## src/rtl/cpm_pkg.sv

```systemverilog
// Constants, field layouts and carrier types of the counter position/measure/compare channel
package cpm_pkg;

	// ****************************************
	// Register map (byte addresses)
	// ****************************************
	localparam logic [7:0] OFF_CTRL = 8'h00;
	localparam logic [7:0] OFF_CMD = 8'h04;
	localparam logic [7:0] OFF_RST_VAL = 8'h08;
	localparam logic [7:0] OFF_CMP = 8'h0C;
	localparam logic [7:0] OFF_OFFSET = 8'h10;
	localparam logic [7:0] OFF_WIDTH = 8'h14;
	localparam logic [7:0] OFF_DELAY = 8'h18;
	localparam logic [7:0] OFF_SDIV = 8'h1C;
	localparam logic [7:0] OFF_COUNT = 8'h20;
	localparam logic [7:0] OFF_PWIDTH = 8'h24;
	localparam logic [7:0] OFF_STATUS = 8'h28;

	// ****************************************
	// Field encodings
	// ****************************************
	localparam logic [1:0] MODE_PW = 2'h0;
	localparam logic [1:0] MODE_POS = 2'h1;
	localparam logic [1:0] MODE_ONESHOT = 2'h2;
	localparam logic [2:0] ENC_X1 = 3'h0;
	localparam logic [2:0] ENC_X2 = 3'h1;
	localparam logic [2:0] ENC_X4 = 3'h2;
	localparam logic [2:0] ENC_TWO = 3'h3;
	localparam logic [2:0] ENC_DIR = 3'h4;
	localparam logic [1:0] BUF_INSTANT = 2'h0;
	localparam logic [1:0] BUF_SCLK = 2'h1;
	localparam logic [1:0] BUF_IMPLICIT = 2'h2;
	localparam logic [1:0] CMP_OFF = 2'h0;
	localparam logic [1:0] CMP_INSTANT = 2'h1;
	localparam logic [1:0] CMP_FIFO = 2'h2;
	localparam logic [1:0] CMP_OFFSET = 2'h3;
	localparam int CMD_POS_LOAD = 0;
	localparam int CMD_FIFO_CLR = 1;

	// ****************************************
	// Sizes, reset values and timing
	// ****************************************
	localparam int DATA_DEPTH = 64;
	localparam int DATA_AW = 6;
	localparam int CMP_DEPTH = 16;
	localparam int CMP_AW = 4;
	localparam int BLOCK_LEN = 16;
	localparam int CLK_MHZ = 200;
	localparam int SCLK_DEF_NS = 1000;
	localparam logic [31:0] SDIV_RST = 32'(SCLK_DEF_NS * CLK_MHZ / 1000);
	localparam logic [31:0] WIDTH_RST = 32'h0000_0001;
	localparam logic [31:0] DELAY_RST = 32'h0000_0001;

	// ****************************************
	// Carrier types
	// ****************************************
	typedef struct packed {
		logic [19:0] rsvd;
		logic z_en;
		logic sclk_ext;
		logic [1:0] cmp_mode;
		logic [1:0] buf_mode;
		logic [2:0] enc;
		logic [1:0] mode;
		logic en;
	} cpm_ctrl_s;

	typedef struct packed {
		logic [16:0] rsvd;
		logic cmp_full;
		logic cmp_have;
		logic ovf;
		logic [4:0] cmp_lvl;
		logic [6:0] dat_lvl;
	} cpm_status_s;

	typedef struct packed {
		logic sclk;
		logic gate;
		logic z;
		logic b;
		logic a;
	} cpm_pins_s;

	typedef struct packed {
		logic last;
		logic [31:0] data;
	} cpm_beat_s;

	typedef enum logic [1:0] {OS_IDLE, OS_WAIT, OS_PULSE} cpm_os_e;

endpackage : cpm_pkg

```

## src/rtl/cpm_top.sv

```systemverilog
// Counter channel: pulse width, position, compare and one-shot with APB and DMA stream
//
// Implementation choices: register access over APB and the register offsets.
`timescale 1ns/1ps
module cpm_top (
	input wire logic CLK_IN,
	input wire logic RST_B_IN,
	input wire logic PSEL_IN,
	input wire logic PENABLE_IN,
	input wire logic PWRITE_IN,
	input wire logic [7:0] PADDR_IN,
	input wire logic [31:0] PWDATA_IN,
	output logic [31:0] PRDATA_OUT,
	output logic PREADY_OUT,
	output logic PSLVERR_OUT,
	input wire cpm_pkg::cpm_pins_s PINS_IN,
	output logic CNT_OUT_OUT,
	output logic MATCH_IRQ_OUT,
	output logic DMA_VALID_OUT,
	output cpm_pkg::cpm_beat_s DMA_BEAT_OUT,
	input wire logic DMA_READY_IN
);
	import cpm_pkg::*;

	// ****************************************
	// Pin synchronisers
	// ****************************************
	logic [4:0] s1_reg;
	logic [4:0] s2_reg;
	logic [4:0] s3_reg;
	logic [4:0] flt_reg;
	logic [4:0] flt_d_reg;
	logic [4:0] pin_raw;
	cpm_pins_s lvl;
	cpm_pins_s rise;
	cpm_pins_s fall;

	assign pin_raw = PINS_IN;
	assign lvl = flt_reg;
	assign rise = flt_reg & ~flt_d_reg;
	assign fall = ~flt_reg & flt_d_reg;

	// A change is accepted only once two stages agree, which rejects one-cycle glitches
	for (genvar g = 0; g < 5; g++) begin : g_sync
		always_ff @(posedge CLK_IN or negedge RST_B_IN) begin
			if (!RST_B_IN) begin
				s1_reg[g] <= 1'b0;
				s2_reg[g] <= 1'b0;
				s3_reg[g] <= 1'b0;
				flt_reg[g] <= 1'b0;
				flt_d_reg[g] <= 1'b0;
			end else begin
				s1_reg[g] <= pin_raw[g];
				s2_reg[g] <= s1_reg[g];
				s3_reg[g] <= s2_reg[g];
				if (s2_reg[g] == s3_reg[g]) begin
					flt_reg[g] <= s3_reg[g];
				end
				flt_d_reg[g] <= flt_reg[g];
			end
		end
	end

	// ****************************************
	// Functions
	// ****************************************
	// Returns {down, up} for edges of one quadrature line against the other line's level
	function automatic logic [1:0] quad_dir(input logic r, input logic f, input logic o);
		quad_dir = {(r & o) | (f & ~o), (r & ~o) | (f & o)};
	endfunction : quad_dir

	function automatic logic [15:0] sat_inc(input logic [15:0] v);
		sat_inc = (v == 16'hFFFF) ? v : v + 16'h0001;
	endfunction : sat_inc

	// ****************************************
	// Registers and APB decode
	// ****************************************
	cpm_ctrl_s ctrl_reg;
	logic [31:0] rst_val_reg;
	logic [31:0] offset_reg;
	logic [31:0] width_reg;
	logic [31:0] delay_reg;
	logic [31:0] sdiv_reg;
	logic pready_reg;
	logic pslverr_reg;
	logic [31:0] prdata_reg;
	logic [31:0] rd_mux;
	logic setup;
	logic wr;
	logic addr_ok;
	logic cmd_wr;
	logic cmp_wr;

	assign setup = PSEL_IN & ~PENABLE_IN;
	assign wr = PSEL_IN & PENABLE_IN & pready_reg & PWRITE_IN;
	assign addr_ok = (PADDR_IN[1:0] == 2'h0) && (PADDR_IN <= OFF_STATUS);
	assign cmd_wr = wr & (PADDR_IN == OFF_CMD);
	assign cmp_wr = wr & (PADDR_IN == OFF_CMP);

	// No wait state: the answer is prepared during setup and pready stands in the first access cycle
	always_ff @(posedge CLK_IN or negedge RST_B_IN) begin
		if (!RST_B_IN) begin
			pready_reg <= 1'b0;
			pslverr_reg <= 1'b0;
			prdata_reg <= 32'h0000_0000;
		end else begin
			pready_reg <= setup;
			pslverr_reg <= setup & ~addr_ok;
			if (setup) begin
				prdata_reg <= (addr_ok & ~PWRITE_IN) ? rd_mux : 32'h0000_0000;
			end
		end
	end

	always_ff @(posedge CLK_IN or negedge RST_B_IN) begin
		if (!RST_B_IN) begin
			ctrl_reg <= '0;
			rst_val_reg <= 32'h0000_0000;
			offset_reg <= 32'h0000_0000;
			width_reg <= WIDTH_RST;
			delay_reg <= DELAY_RST;
			sdiv_reg <= SDIV_RST;
		end else if (wr) begin
			unique case (PADDR_IN)
				OFF_CTRL: ctrl_reg <= PWDATA_IN;
				OFF_RST_VAL: rst_val_reg <= PWDATA_IN;
				OFF_OFFSET: offset_reg <= PWDATA_IN;
				OFF_WIDTH: width_reg <= PWDATA_IN;
				OFF_DELAY: delay_reg <= PWDATA_IN;
				OFF_SDIV: sdiv_reg <= PWDATA_IN;
				default: ;
			endcase
		end
	end

	// ****************************************
	// Sample clock
	// ****************************************
	logic [31:0] sdiv_cnt_reg;
	logic int_tick;
	logic sclk_tick;

	assign int_tick = ctrl_reg.en & (sdiv_cnt_reg + 32'h0000_0001 >= sdiv_reg);
	assign sclk_tick = ctrl_reg.sclk_ext ? (ctrl_reg.en & rise.sclk) : int_tick;

	always_ff @(posedge CLK_IN or negedge RST_B_IN) begin
		if (!RST_B_IN) begin
			sdiv_cnt_reg <= 32'h0000_0000;
		end else begin
			sdiv_cnt_reg <= (int_tick | ~ctrl_reg.en) ? 32'h0000_0000 : sdiv_cnt_reg + 32'h0000_0001;
		end
	end

	// ****************************************
	// Pulse width measurement
	// ****************************************
	logic pw_act;
	logic [15:0] hi_run_reg;
	logic [15:0] lo_run_reg;
	logic [15:0] hi_hold_reg;
	logic [15:0] high_reg;
	logic [15:0] low_reg;
	logic seen_fall_reg;
	logic pw_done_reg;

	assign pw_act = ctrl_reg.en & (ctrl_reg.mode == MODE_PW);

	always_ff @(posedge CLK_IN or negedge RST_B_IN) begin
		if (!RST_B_IN) begin
			hi_run_reg <= 16'h0000;
			lo_run_reg <= 16'h0000;
			hi_hold_reg <= 16'h0000;
			high_reg <= 16'h0000;
			low_reg <= 16'h0000;
			seen_fall_reg <= 1'b0;
			pw_done_reg <= 1'b0;
		end else if (!pw_act) begin
			hi_run_reg <= 16'h0000;
			lo_run_reg <= 16'h0000;
			seen_fall_reg <= 1'b0;
			pw_done_reg <= 1'b0;
		end else begin
			pw_done_reg <= rise.a & seen_fall_reg;
			if (lvl.a) begin
				hi_run_reg <= rise.a ? 16'h0001 : sat_inc(hi_run_reg);
			end else begin
				lo_run_reg <= fall.a ? 16'h0001 : sat_inc(lo_run_reg);
			end
			if (fall.a) begin
				hi_hold_reg <= hi_run_reg;
				seen_fall_reg <= 1'b1;
			end
			// A pulse is complete at the rise that ends its low part
			if (rise.a & seen_fall_reg) begin
				high_reg <= hi_hold_reg;
				low_reg <= lo_run_reg;
			end
		end
	end

	// ****************************************
	// Position counter
	// ****************************************
	logic pos_act;
	logic [31:0] pos_reg;
	logic [1:0] qa;
	logic [1:0] qb;
	logic step_up;
	logic step_dn;
	logic pos_load;

	assign pos_act = ctrl_reg.en & (ctrl_reg.mode == MODE_POS);
	assign qa = quad_dir(rise.a, fall.a, lvl.b);
	assign qb = quad_dir(rise.b, fall.b, lvl.a);
	assign step_up = (ctrl_reg.enc == ENC_X2) ? qa[0] :
		(ctrl_reg.enc == ENC_X4) ? (qa[0] | qb[1]) :
		(ctrl_reg.enc == ENC_TWO) ? rise.a :
		(rise.a & ~lvl.b);
	assign step_dn = (ctrl_reg.enc == ENC_X2) ? qa[1] :
		(ctrl_reg.enc == ENC_X4) ? (qa[1] | qb[0]) :
		(ctrl_reg.enc == ENC_TWO) ? rise.b :
		(rise.a & lvl.b);
	assign pos_load = pos_act & ((cmd_wr & PWDATA_IN[CMD_POS_LOAD]) | (ctrl_reg.z_en & lvl.z));

	always_ff @(posedge CLK_IN or negedge RST_B_IN) begin
		if (!RST_B_IN) begin
			pos_reg <= 32'h0000_0000;
		end else if (pos_load) begin
			pos_reg <= rst_val_reg;
		end else if (pos_act & step_up & ~step_dn) begin
			pos_reg <= pos_reg + 32'h0000_0001;
		end else if (pos_act & step_dn & ~step_up) begin
			pos_reg <= pos_reg - 32'h0000_0001;
		end
	end

	// ****************************************
	// Data FIFO and DMA block stream
	// ****************************************
	logic [31:0] dmem [DATA_DEPTH];
	logic [DATA_AW-1:0] dwr_reg;
	logic [DATA_AW-1:0] drd_reg;
	logic [6:0] dlvl_reg;
	logic ovf_reg;
	logic fifo_clr;
	logic dpush;
	logic dpush_ok;
	logic [31:0] dpush_data;
	logic [4:0] rem_reg;
	logic dma_start;
	logic dma_take;
	logic dma_vld_reg;
	cpm_beat_s beat_reg;

	assign fifo_clr = cmd_wr & PWDATA_IN[CMD_FIFO_CLR];
	assign dpush = ctrl_reg.en & (ctrl_reg.mode != MODE_ONESHOT) &
		(((ctrl_reg.buf_mode == BUF_SCLK) & sclk_tick) |
		((ctrl_reg.buf_mode == BUF_IMPLICIT) & pw_done_reg));
	assign dpush_data = (ctrl_reg.mode == MODE_POS) ? pos_reg : {high_reg, low_reg};
	assign dpush_ok = dpush & (dlvl_reg != 7'(DATA_DEPTH));
	// A burst starts only when a whole block is waiting, so it never runs dry midway
	assign dma_start = (rem_reg == 5'h00) & (dlvl_reg >= 7'(BLOCK_LEN));
	assign dma_take = (rem_reg != 5'h00) & (dlvl_reg != 7'h00) & (~dma_vld_reg | DMA_READY_IN);

	always_ff @(posedge CLK_IN) begin
		if (dpush_ok) begin
			dmem[dwr_reg] <= dpush_data;
		end
	end

	always_ff @(posedge CLK_IN or negedge RST_B_IN) begin
		if (!RST_B_IN) begin
			dwr_reg <= '0;
			drd_reg <= '0;
			dlvl_reg <= 7'h00;
			ovf_reg <= 1'b0;
			rem_reg <= 5'h00;
		end else if (fifo_clr) begin
			dwr_reg <= '0;
			drd_reg <= '0;
			dlvl_reg <= 7'h00;
			ovf_reg <= dpush & ~dpush_ok;
			rem_reg <= 5'h00;
		end else begin
			if (dpush_ok) begin
				dwr_reg <= dwr_reg + 1'b1;
			end
			if (dma_take) begin
				drd_reg <= drd_reg + 1'b1;
			end
			dlvl_reg <= dlvl_reg + 7'(dpush_ok) - 7'(dma_take);
			if (dpush & ~dpush_ok) begin
				ovf_reg <= 1'b1;
			end
			if (dma_start) begin
				rem_reg <= 5'(BLOCK_LEN);
			end else if (dma_take) begin
				rem_reg <= rem_reg - 5'h01;
			end
		end
	end

	always_ff @(posedge CLK_IN or negedge RST_B_IN) begin
		if (!RST_B_IN) begin
			dma_vld_reg <= 1'b0;
			beat_reg <= '0;
		end else if (dma_take) begin
			dma_vld_reg <= 1'b1;
			beat_reg <= {rem_reg == 5'h01, dmem[drd_reg]};
		end else if (DMA_READY_IN) begin
			dma_vld_reg <= 1'b0;
		end
	end

	// ****************************************
	// Position compare
	// ****************************************
	logic [31:0] cmem [CMP_DEPTH];
	logic [CMP_AW-1:0] cwr_reg;
	logic [CMP_AW-1:0] crd_reg;
	logic [4:0] clvl_reg;
	logic [31:0] cmp_cur_reg;
	logic cmp_have_reg;
	logic eq_d_reg;
	logic eq;
	logic match;
	logic cfifo_mode;
	logic cpush;
	logic cload;
	logic [31:0] cmp_cnt_reg;
	logic irq_reg;
	cpm_ctrl_s ctrl_wdata;
	logic cmode_chg;

	assign ctrl_wdata = PWDATA_IN;
	// A value left from another compare mode must never act as the first compare value
	assign cmode_chg = wr & (PADDR_IN == OFF_CTRL) &
		(ctrl_wdata.cmp_mode != ctrl_reg.cmp_mode);
	assign cfifo_mode = ctrl_reg.cmp_mode == CMP_FIFO;
	assign eq = pos_act & cmp_have_reg & (ctrl_reg.cmp_mode != CMP_OFF) & (pos_reg == cmp_cur_reg);
	assign match = eq & ~eq_d_reg;
	assign cpush = cmp_wr & cfifo_mode & (clvl_reg != 5'(CMP_DEPTH));
	assign cload = cfifo_mode & (clvl_reg != 5'h00) & (~cmp_have_reg | match) &
		~cmode_chg;

	always_ff @(posedge CLK_IN) begin
		if (cpush) begin
			cmem[cwr_reg] <= PWDATA_IN;
		end
	end

	always_ff @(posedge CLK_IN or negedge RST_B_IN) begin
		if (!RST_B_IN) begin
			cwr_reg <= '0;
			crd_reg <= '0;
			clvl_reg <= 5'h00;
			cmp_cur_reg <= 32'h0000_0000;
			cmp_have_reg <= 1'b0;
			eq_d_reg <= 1'b0;
		end else begin
			eq_d_reg <= eq;
			if (cpush) begin
				cwr_reg <= cwr_reg + 1'b1;
			end
			if (cload) begin
				crd_reg <= crd_reg + 1'b1;
			end
			clvl_reg <= clvl_reg + 5'(cpush) - 5'(cload);
			if (cmode_chg) begin
				cmp_have_reg <= 1'b0;
			end else if (cmp_wr & (ctrl_reg.cmp_mode == CMP_INSTANT)) begin
				cmp_cur_reg <= PWDATA_IN;
				cmp_have_reg <= 1'b1;
			end else if ((ctrl_reg.cmp_mode == CMP_OFFSET) & sclk_tick) begin
				cmp_cur_reg <= pos_reg + offset_reg;
				cmp_have_reg <= 1'b1;
			end else if (cload) begin
				cmp_cur_reg <= cmem[crd_reg];
				cmp_have_reg <= 1'b1;
			end else if ((cfifo_mode & match) | (ctrl_reg.cmp_mode == CMP_OFF)) begin
				cmp_have_reg <= 1'b0;
			end
		end
	end

	// Zero width is treated as one cycle so a match is never silent
	always_ff @(posedge CLK_IN or negedge RST_B_IN) begin
		if (!RST_B_IN) begin
			cmp_cnt_reg <= 32'h0000_0000;
			irq_reg <= 1'b0;
		end else begin
			irq_reg <= match & (ctrl_reg.cmp_mode == CMP_INSTANT);
			if (match) begin
				cmp_cnt_reg <= (width_reg == 32'h0000_0000) ? WIDTH_RST : width_reg;
			end else if (cmp_cnt_reg != 32'h0000_0000) begin
				cmp_cnt_reg <= cmp_cnt_reg - 32'h0000_0001;
			end
		end
	end

	// ****************************************
	// One-shot
	// ****************************************
	cpm_os_e os_state_reg;
	cpm_os_e os_state_next;
	logic [31:0] os_cnt_reg;
	logic os_act;
	logic os_reached;

	assign os_act = ctrl_reg.en & (ctrl_reg.mode == MODE_ONESHOT);
	assign os_reached = os_cnt_reg + 32'h0000_0001 >= delay_reg;

	always_comb begin
		os_state_next = os_state_reg;
		unique case (os_state_reg)
			OS_IDLE: if (gate_ok()) os_state_next = OS_WAIT;
			OS_WAIT: if (rise.a & os_reached) os_state_next = OS_PULSE;
			OS_PULSE: if (rise.a) os_state_next = OS_IDLE;
		endcase
		if (!os_act) begin
			os_state_next = OS_IDLE;
		end
	end

	function automatic logic gate_ok();
		gate_ok = rise.gate;
	endfunction : gate_ok

	always_ff @(posedge CLK_IN or negedge RST_B_IN) begin
		if (!RST_B_IN) begin
			os_state_reg <= OS_IDLE;
			os_cnt_reg <= 32'h0000_0000;
		end else begin
			os_state_reg <= os_state_next;
			if (os_state_reg != OS_WAIT) begin
				os_cnt_reg <= 32'h0000_0000;
			end else if (rise.a) begin
				os_cnt_reg <= os_cnt_reg + 32'h0000_0001;
			end
		end
	end

	// ****************************************
	// Read mux and outputs
	// ****************************************
	cpm_status_s status;
	logic [31:0] live_count;
	logic out_reg;

	assign status = '{rsvd: '0, cmp_full: clvl_reg == 5'(CMP_DEPTH), cmp_have: cmp_have_reg,
		ovf: ovf_reg, cmp_lvl: clvl_reg, dat_lvl: dlvl_reg};
	assign live_count = (ctrl_reg.mode == MODE_POS) ? pos_reg :
		(ctrl_reg.mode == MODE_ONESHOT) ? os_cnt_reg :
		{16'h0000, lvl.a ? hi_run_reg : lo_run_reg};
	assign rd_mux = (PADDR_IN == OFF_CTRL) ? 32'(ctrl_reg) :
		(PADDR_IN == OFF_RST_VAL) ? rst_val_reg :
		(PADDR_IN == OFF_CMP) ? cmp_cur_reg :
		(PADDR_IN == OFF_OFFSET) ? offset_reg :
		(PADDR_IN == OFF_WIDTH) ? width_reg :
		(PADDR_IN == OFF_DELAY) ? delay_reg :
		(PADDR_IN == OFF_SDIV) ? sdiv_reg :
		(PADDR_IN == OFF_COUNT) ? live_count :
		(PADDR_IN == OFF_PWIDTH) ? {high_reg, low_reg} :
		(PADDR_IN == OFF_STATUS) ? 32'(status) : 32'h0000_0000;

	always_ff @(posedge CLK_IN or negedge RST_B_IN) begin
		if (!RST_B_IN) begin
			out_reg <= 1'b0;
		end else begin
			out_reg <= os_act ? (os_state_reg == OS_PULSE) :
				(pos_act & (cmp_cnt_reg != 32'h0000_0000));
		end
	end

	assign PRDATA_OUT = prdata_reg;
	assign PREADY_OUT = pready_reg;
	assign PSLVERR_OUT = pslverr_reg;
	assign CNT_OUT_OUT = out_reg;
	assign MATCH_IRQ_OUT = irq_reg;
	assign DMA_VALID_OUT = dma_vld_reg;
	assign DMA_BEAT_OUT = beat_reg;

endmodule : cpm_top

```

## config.mk

```make
export PLATFORM = sky130hd
export DESIGN_NAME = cpm_top
export DESIGN_NICKNAME = d
export VERILOG_FILES = /design/src/rtl/cpm_pkg.sv /design/src/rtl/cpm_top.sv
export SDC_FILE = /design/constraint.sdc
export NUM_CORES = 2
export LEC_CHECK = 0
export BUFFER_PORTS_ARGS = -buffer_cell sky130_fd_sc_hd__buf_2
export CORE_UTILIZATION = 50
export DETAILED_ROUTE_END_ITERATION = 10
export HOLD_SLACK_MARGIN = 0.1
export PLACE_DENSITY_LB_ADDON = 0.2
export SLEW_MARGIN = 20
export SYNTH_ARGS = -nofsm -noshare
export SYNTH_HDL_FRONTEND = slang
export SYNTH_SLANG_ARGS = --single-unit
```

## constraint.sdc

```tcl
create_clock -name CLK_IN -period 13.45 [get_ports CLK_IN]
set_clock_uncertainty 0.2 [all_clocks]
set_input_delay 0.6725 -clock CLK_IN [delete_from_list [all_inputs] [get_ports CLK_IN]]
set_output_delay 0.6725 -clock CLK_IN [all_outputs]
set_load 0.01 [all_outputs]
```

==> results.sh <==
export IMPL_post_cts_buffers=0
export IMPL_die_w_um=512
export IMPL_fillers=19300
export IMPL_htreeDepth=5
export IMPL_cts_made_buffers=328
export IMPL_cp_start_kind="flip-flop"
export IMPL_clock_sinks=3130
export IMPL_numPortBuffers=120
export IMPL_maxSlewHeadroom_pct=19.1
export IMPL_drt_first_pass_iters=8
export IMPL_clk_latency_ns=0.91
export IMPL_final_util_pct=56.8
export IMPL_tightestPinTransition_ns=1.21
export IMPL_p_total_uw=24000
export IMPL_finalSetupTns_ns=0
export IMPL_syn_mean_instance_area_um2=18.0
export IMPL_avgViaCountPerCell=6.49
export IMPL_setup_slack_ns=6.13
export IMPL_drt_total_wl_um=374000
export IMPL_synth_edf_count=2560
export IMPL_die_y_um=512
export IMPL_endpoint_kind="flip-flop"
export IMPL_clock_path_buffers=4
export IMPL_gp_congestion=0.956
export IMPL_hold_viol=0
export IMPL_placed_cells=10500
export IMPL_min_to="s2_reg[4]$_DFF_PN0_"
export IMPL_async_flop_share_pct=18.2
export IMPL_start_util_pct=50.5
export IMPL_reg2reg_to="dmem[57][29]$_DFFE_PP_"
export IMPL_wl_per_cell_um=33.6
export IMPL_static_leakage_power_uw=0.0492
export IMPL_drv_slew=0
export IMPL_cts_root_buf="clkbuf_16"
export IMPL_largest_register_ffs=2048
export IMPL_hold_start="s1_reg[4]$_DFF_PN0_"
export IMPL_final_seq_area_um2=91200
export IMPL_synthFlopType="edfxtp_1"
export IMPL_post_route_period_util_pct=54.4
export IMPL_die_area_um2=262000
export IMPL_overflow=0
export IMPL_worstRegToRegCells=16
export IMPL_hp_class="flip-flop to flip-flop"
export IMPL_whs_path_depth=0
export IMPL_drive_gt1_share_pct=25.2
export IMPL_r2r_setup_slack_ns=6.13
export IMPL_synth_seq_cells=3130
export IMPL_syn_instance_count=7230
export IMPL_grt_pass1_vias=71200
export IMPL_final_cells=11100
export IMPL_final_common_cell="edfxtp_1"
export IMPL_final_cell_mix="edfxtp_1, mux4_2, dfrtp_1, nand2_1, clkbuf_16"
export IMPL_period_needed_ns=7.32
export IMPL_multiInputGateArea_um2=37700
export IMPL_synth_area_um2=130000
export IMPL_cts_tree="done"
export IMPL_clk_pin_slew_worst_paths_ns=0.06
export IMPL_final_nets=7693
export IMPL_dpl_worst_slack_ns=6.13
export IMPL_outcome="complete, no violations"
export IMPL_remaining_drc_errors=0
export IMPL_vias=72200
export IMPL_ioPinCount=121
export IMPL_cp_max_fo=32
export IMPL_setup_viol_count_final=0
export IMPL_ys_types=93
export IMPL_synth_fp_nets=7444
export IMPL_grt_usage_pct=28.5
export IMPL_grt_max_degree=143
export IMPL_regMostFlops="dmem"
export IMPL_crit_type="flip-flop to flip-flop"
export IMPL_antenna_found_initial=39
export IMPL_rows=186
export IMPL_hpwl_um=231000
export IMPL_drv_cap=0
export IMPL_max_freq_mhz=137
export IMPL_core_um2=258000
export IMPL_area_growth_pct=12.5
export IMPL_worst_ep_arrival_time_ns=7.62
export IMPL_required_ns=13.75
export IMPL_p_per_area_nw_per_um2=164
export IMPL_grt_pass1_wl_um=532000
export IMPL_drt_initial_drc_count=9936
export IMPL_drtAntennaViolNets=0
export IMPL_crit_reg2reg_launch="sdiv_cnt_reg[0]$_DFF_PN0_"
export IMPL_peakVddDrop_mv=0.168
export IMPL_seq_area_frac_synth_pct=70.1
export IMPL_rsz0062_at_grt="no"
export IMPL_ys_warn_count=0
layer usage:
| layer | share of wire [%] | wire (µm) | global-route usage, % | vias up |
|---|---|---|---|---|
| met5 | 0.017 | 62 | 0 | - |
| met4 | 4.3 | 16200 | 11.2 | 10 |
| met1 | 40 | 149000 | 40.0 | 38600 |
| met3 | 8.4 | 31600 | 4.61 | 685 |
| met2 | 47 | 177000 | 45.1 | 3473 |
| li1 | - | - | - | 29500 |
synth_stat cells, drive strengths merged (7+ instances only):
| cell | number | area [µm²] |
|---|---|---|
| o211a | 12 | 120 |
| nor3 | 37 | 201 |
| clkbuf | 263 | 988 |
| xnor2 | 103 | 902 |
| a211o | 7 | 61.3 |
| o21ai | 172 | 861 |
| or4 | 14 | 116 |
| nand4 | 42 | 269 |
| edfxtp | 2560 | 76900 |
| nor3b | 8 | 60.1 |
| a22o | 17 | 149 |
| a21oi | 200 | 1010 |
| dfrtp | 565 | 14100 |
| a21boi | 12 | 90.1 |
| a211oi | 51 | 383 |
| or2 | 18 | 113 |
| o31ai | 13 | 103 |
| o211ai | 16 | 120 |
| and3 | 35 | 224 |
| a222oi | 23 | 230 |
| a31oi | 24 | 150 |
| or3 | 31 | 194 |
| buf | 117 | 538 |
| nor2 | 325 | 1230 |
| and2 | 50 | 315 |
| xor2 | 110 | 963 |
| nand3b | 13 | 97.6 |
| nand3 | 89 | 468 |
| mux2i | 130 | 1300 |
| mux4 | 773 | 17400 |
| mux2 | 245 | 2760 |
| ha | 159 | 1990 |
| inv | 129 | 484 |
| a41oi | 9 | 78.8 |
| a21o | 64 | 480 |
| nand2 | 435 | 1630 |
| nor4 | 31 | 215 |
| o21bai | 12 | 90.1 |
| nor2b | 51 | 319 |
| o21a | 15 | 113 |
| a22oi | 64 | 480 |
| a221oi | 85 | 744 |
| nand2b | 17 | 106 |
cell type report:
type,count,area share (%)
clock buffers,439,6.18
flip-flops and latches,3130,62.3
clock inverters,140,1.00
well taps,3384,2.89
multi-input cells,3589,25.8
inverters,131,0.336
repair buffers,299,1.47
diodes,13,0.0222
worst max-delay path, cell delays in order, from the launching register on:
cell and delay [ns]:
dfrtp_1 0.42, ha_1 0.23, and2_1 0.23, nand3_1 0.26, nor2_1 0.46, nand3_1 0.15
xnor2_1 0.17, ha_1 0.33, nand4_1 0.19, nor4_1 0.37, o21ai_0 0.16, a21oi_1 0.20
o2111ai_1 0.34, a21oi_2 0.70, nor2_1 0.39, or4_1 1.04, nor2_4 1.04
what timing repair did:
item / in CTS / in global routing
hold endpoints to repair: 107 / 0
hold buffers: 10 / 0
resized for setup: 0 / 0
where the power goes:
group | total (µW) | internal, µW | switching, µW
Sequential | 10800 | 10500 | 264
Clock | 8960 | 5230 | 3730
Combinational | 4270 | 1900 | 2370
how the worst max path moves through the flow:
stage                     cells past startpoint                     end                       start  slack [ns]
after CTS                                    16  dmem[56][18]$_DFFE_PP_   sdiv_cnt_reg[0]$_DFF_PN0_        6.13
after floorplan                              18   dmem[52][0]$_DFFE_PP_  sdiv_cnt_reg[12]$_DFF_PN0_        7.57
after global routing                         17  dmem[57][29]$_DFFE_PP_   sdiv_cnt_reg[2]$_DFF_PN0_        5.86
after global placement                       17  dmem[56][26]$_DFFE_PP_   sdiv_cnt_reg[2]$_DFF_PN0_        6.28
final                                        16  dmem[57][29]$_DFFE_PP_   sdiv_cnt_reg[0]$_DFF_PN0_        6.13
after detailed placement                     16  dmem[56][18]$_DFFE_PP_   sdiv_cnt_reg[0]$_DFF_PN0_        6.13
kinds of logic (layout without fill, tap and decap cells):
family / count (synthesis) / count (layout) / synth area share, %
DFF: 3130 / 3130 / 70.1
and+or+nand+nor: 1216 / 1216 / 4.42
muxes: 1148 / 1148 / 16.5
AOI/OAI and AO/OA: 844 / 844 / 4.38
buffers and inverters: 511 / 1009 / 1.55
xor gates and xnor gates: 213 / 213 / 1.43
adders and majority gates: 168 / 168 / 1.63
other: 0 / 13 / 0
stage by stage:
stage               instance area (µm²)  hold WS [ns]
floorplan                        130000         0.131
global placement                 135000         0.137
detailed placement               135000         0.137
CTS                              146000         0.103
global route                     146000         0.129
finish                           146000         0.149
No activity file was read; power rests on OpenSTA's default activity.
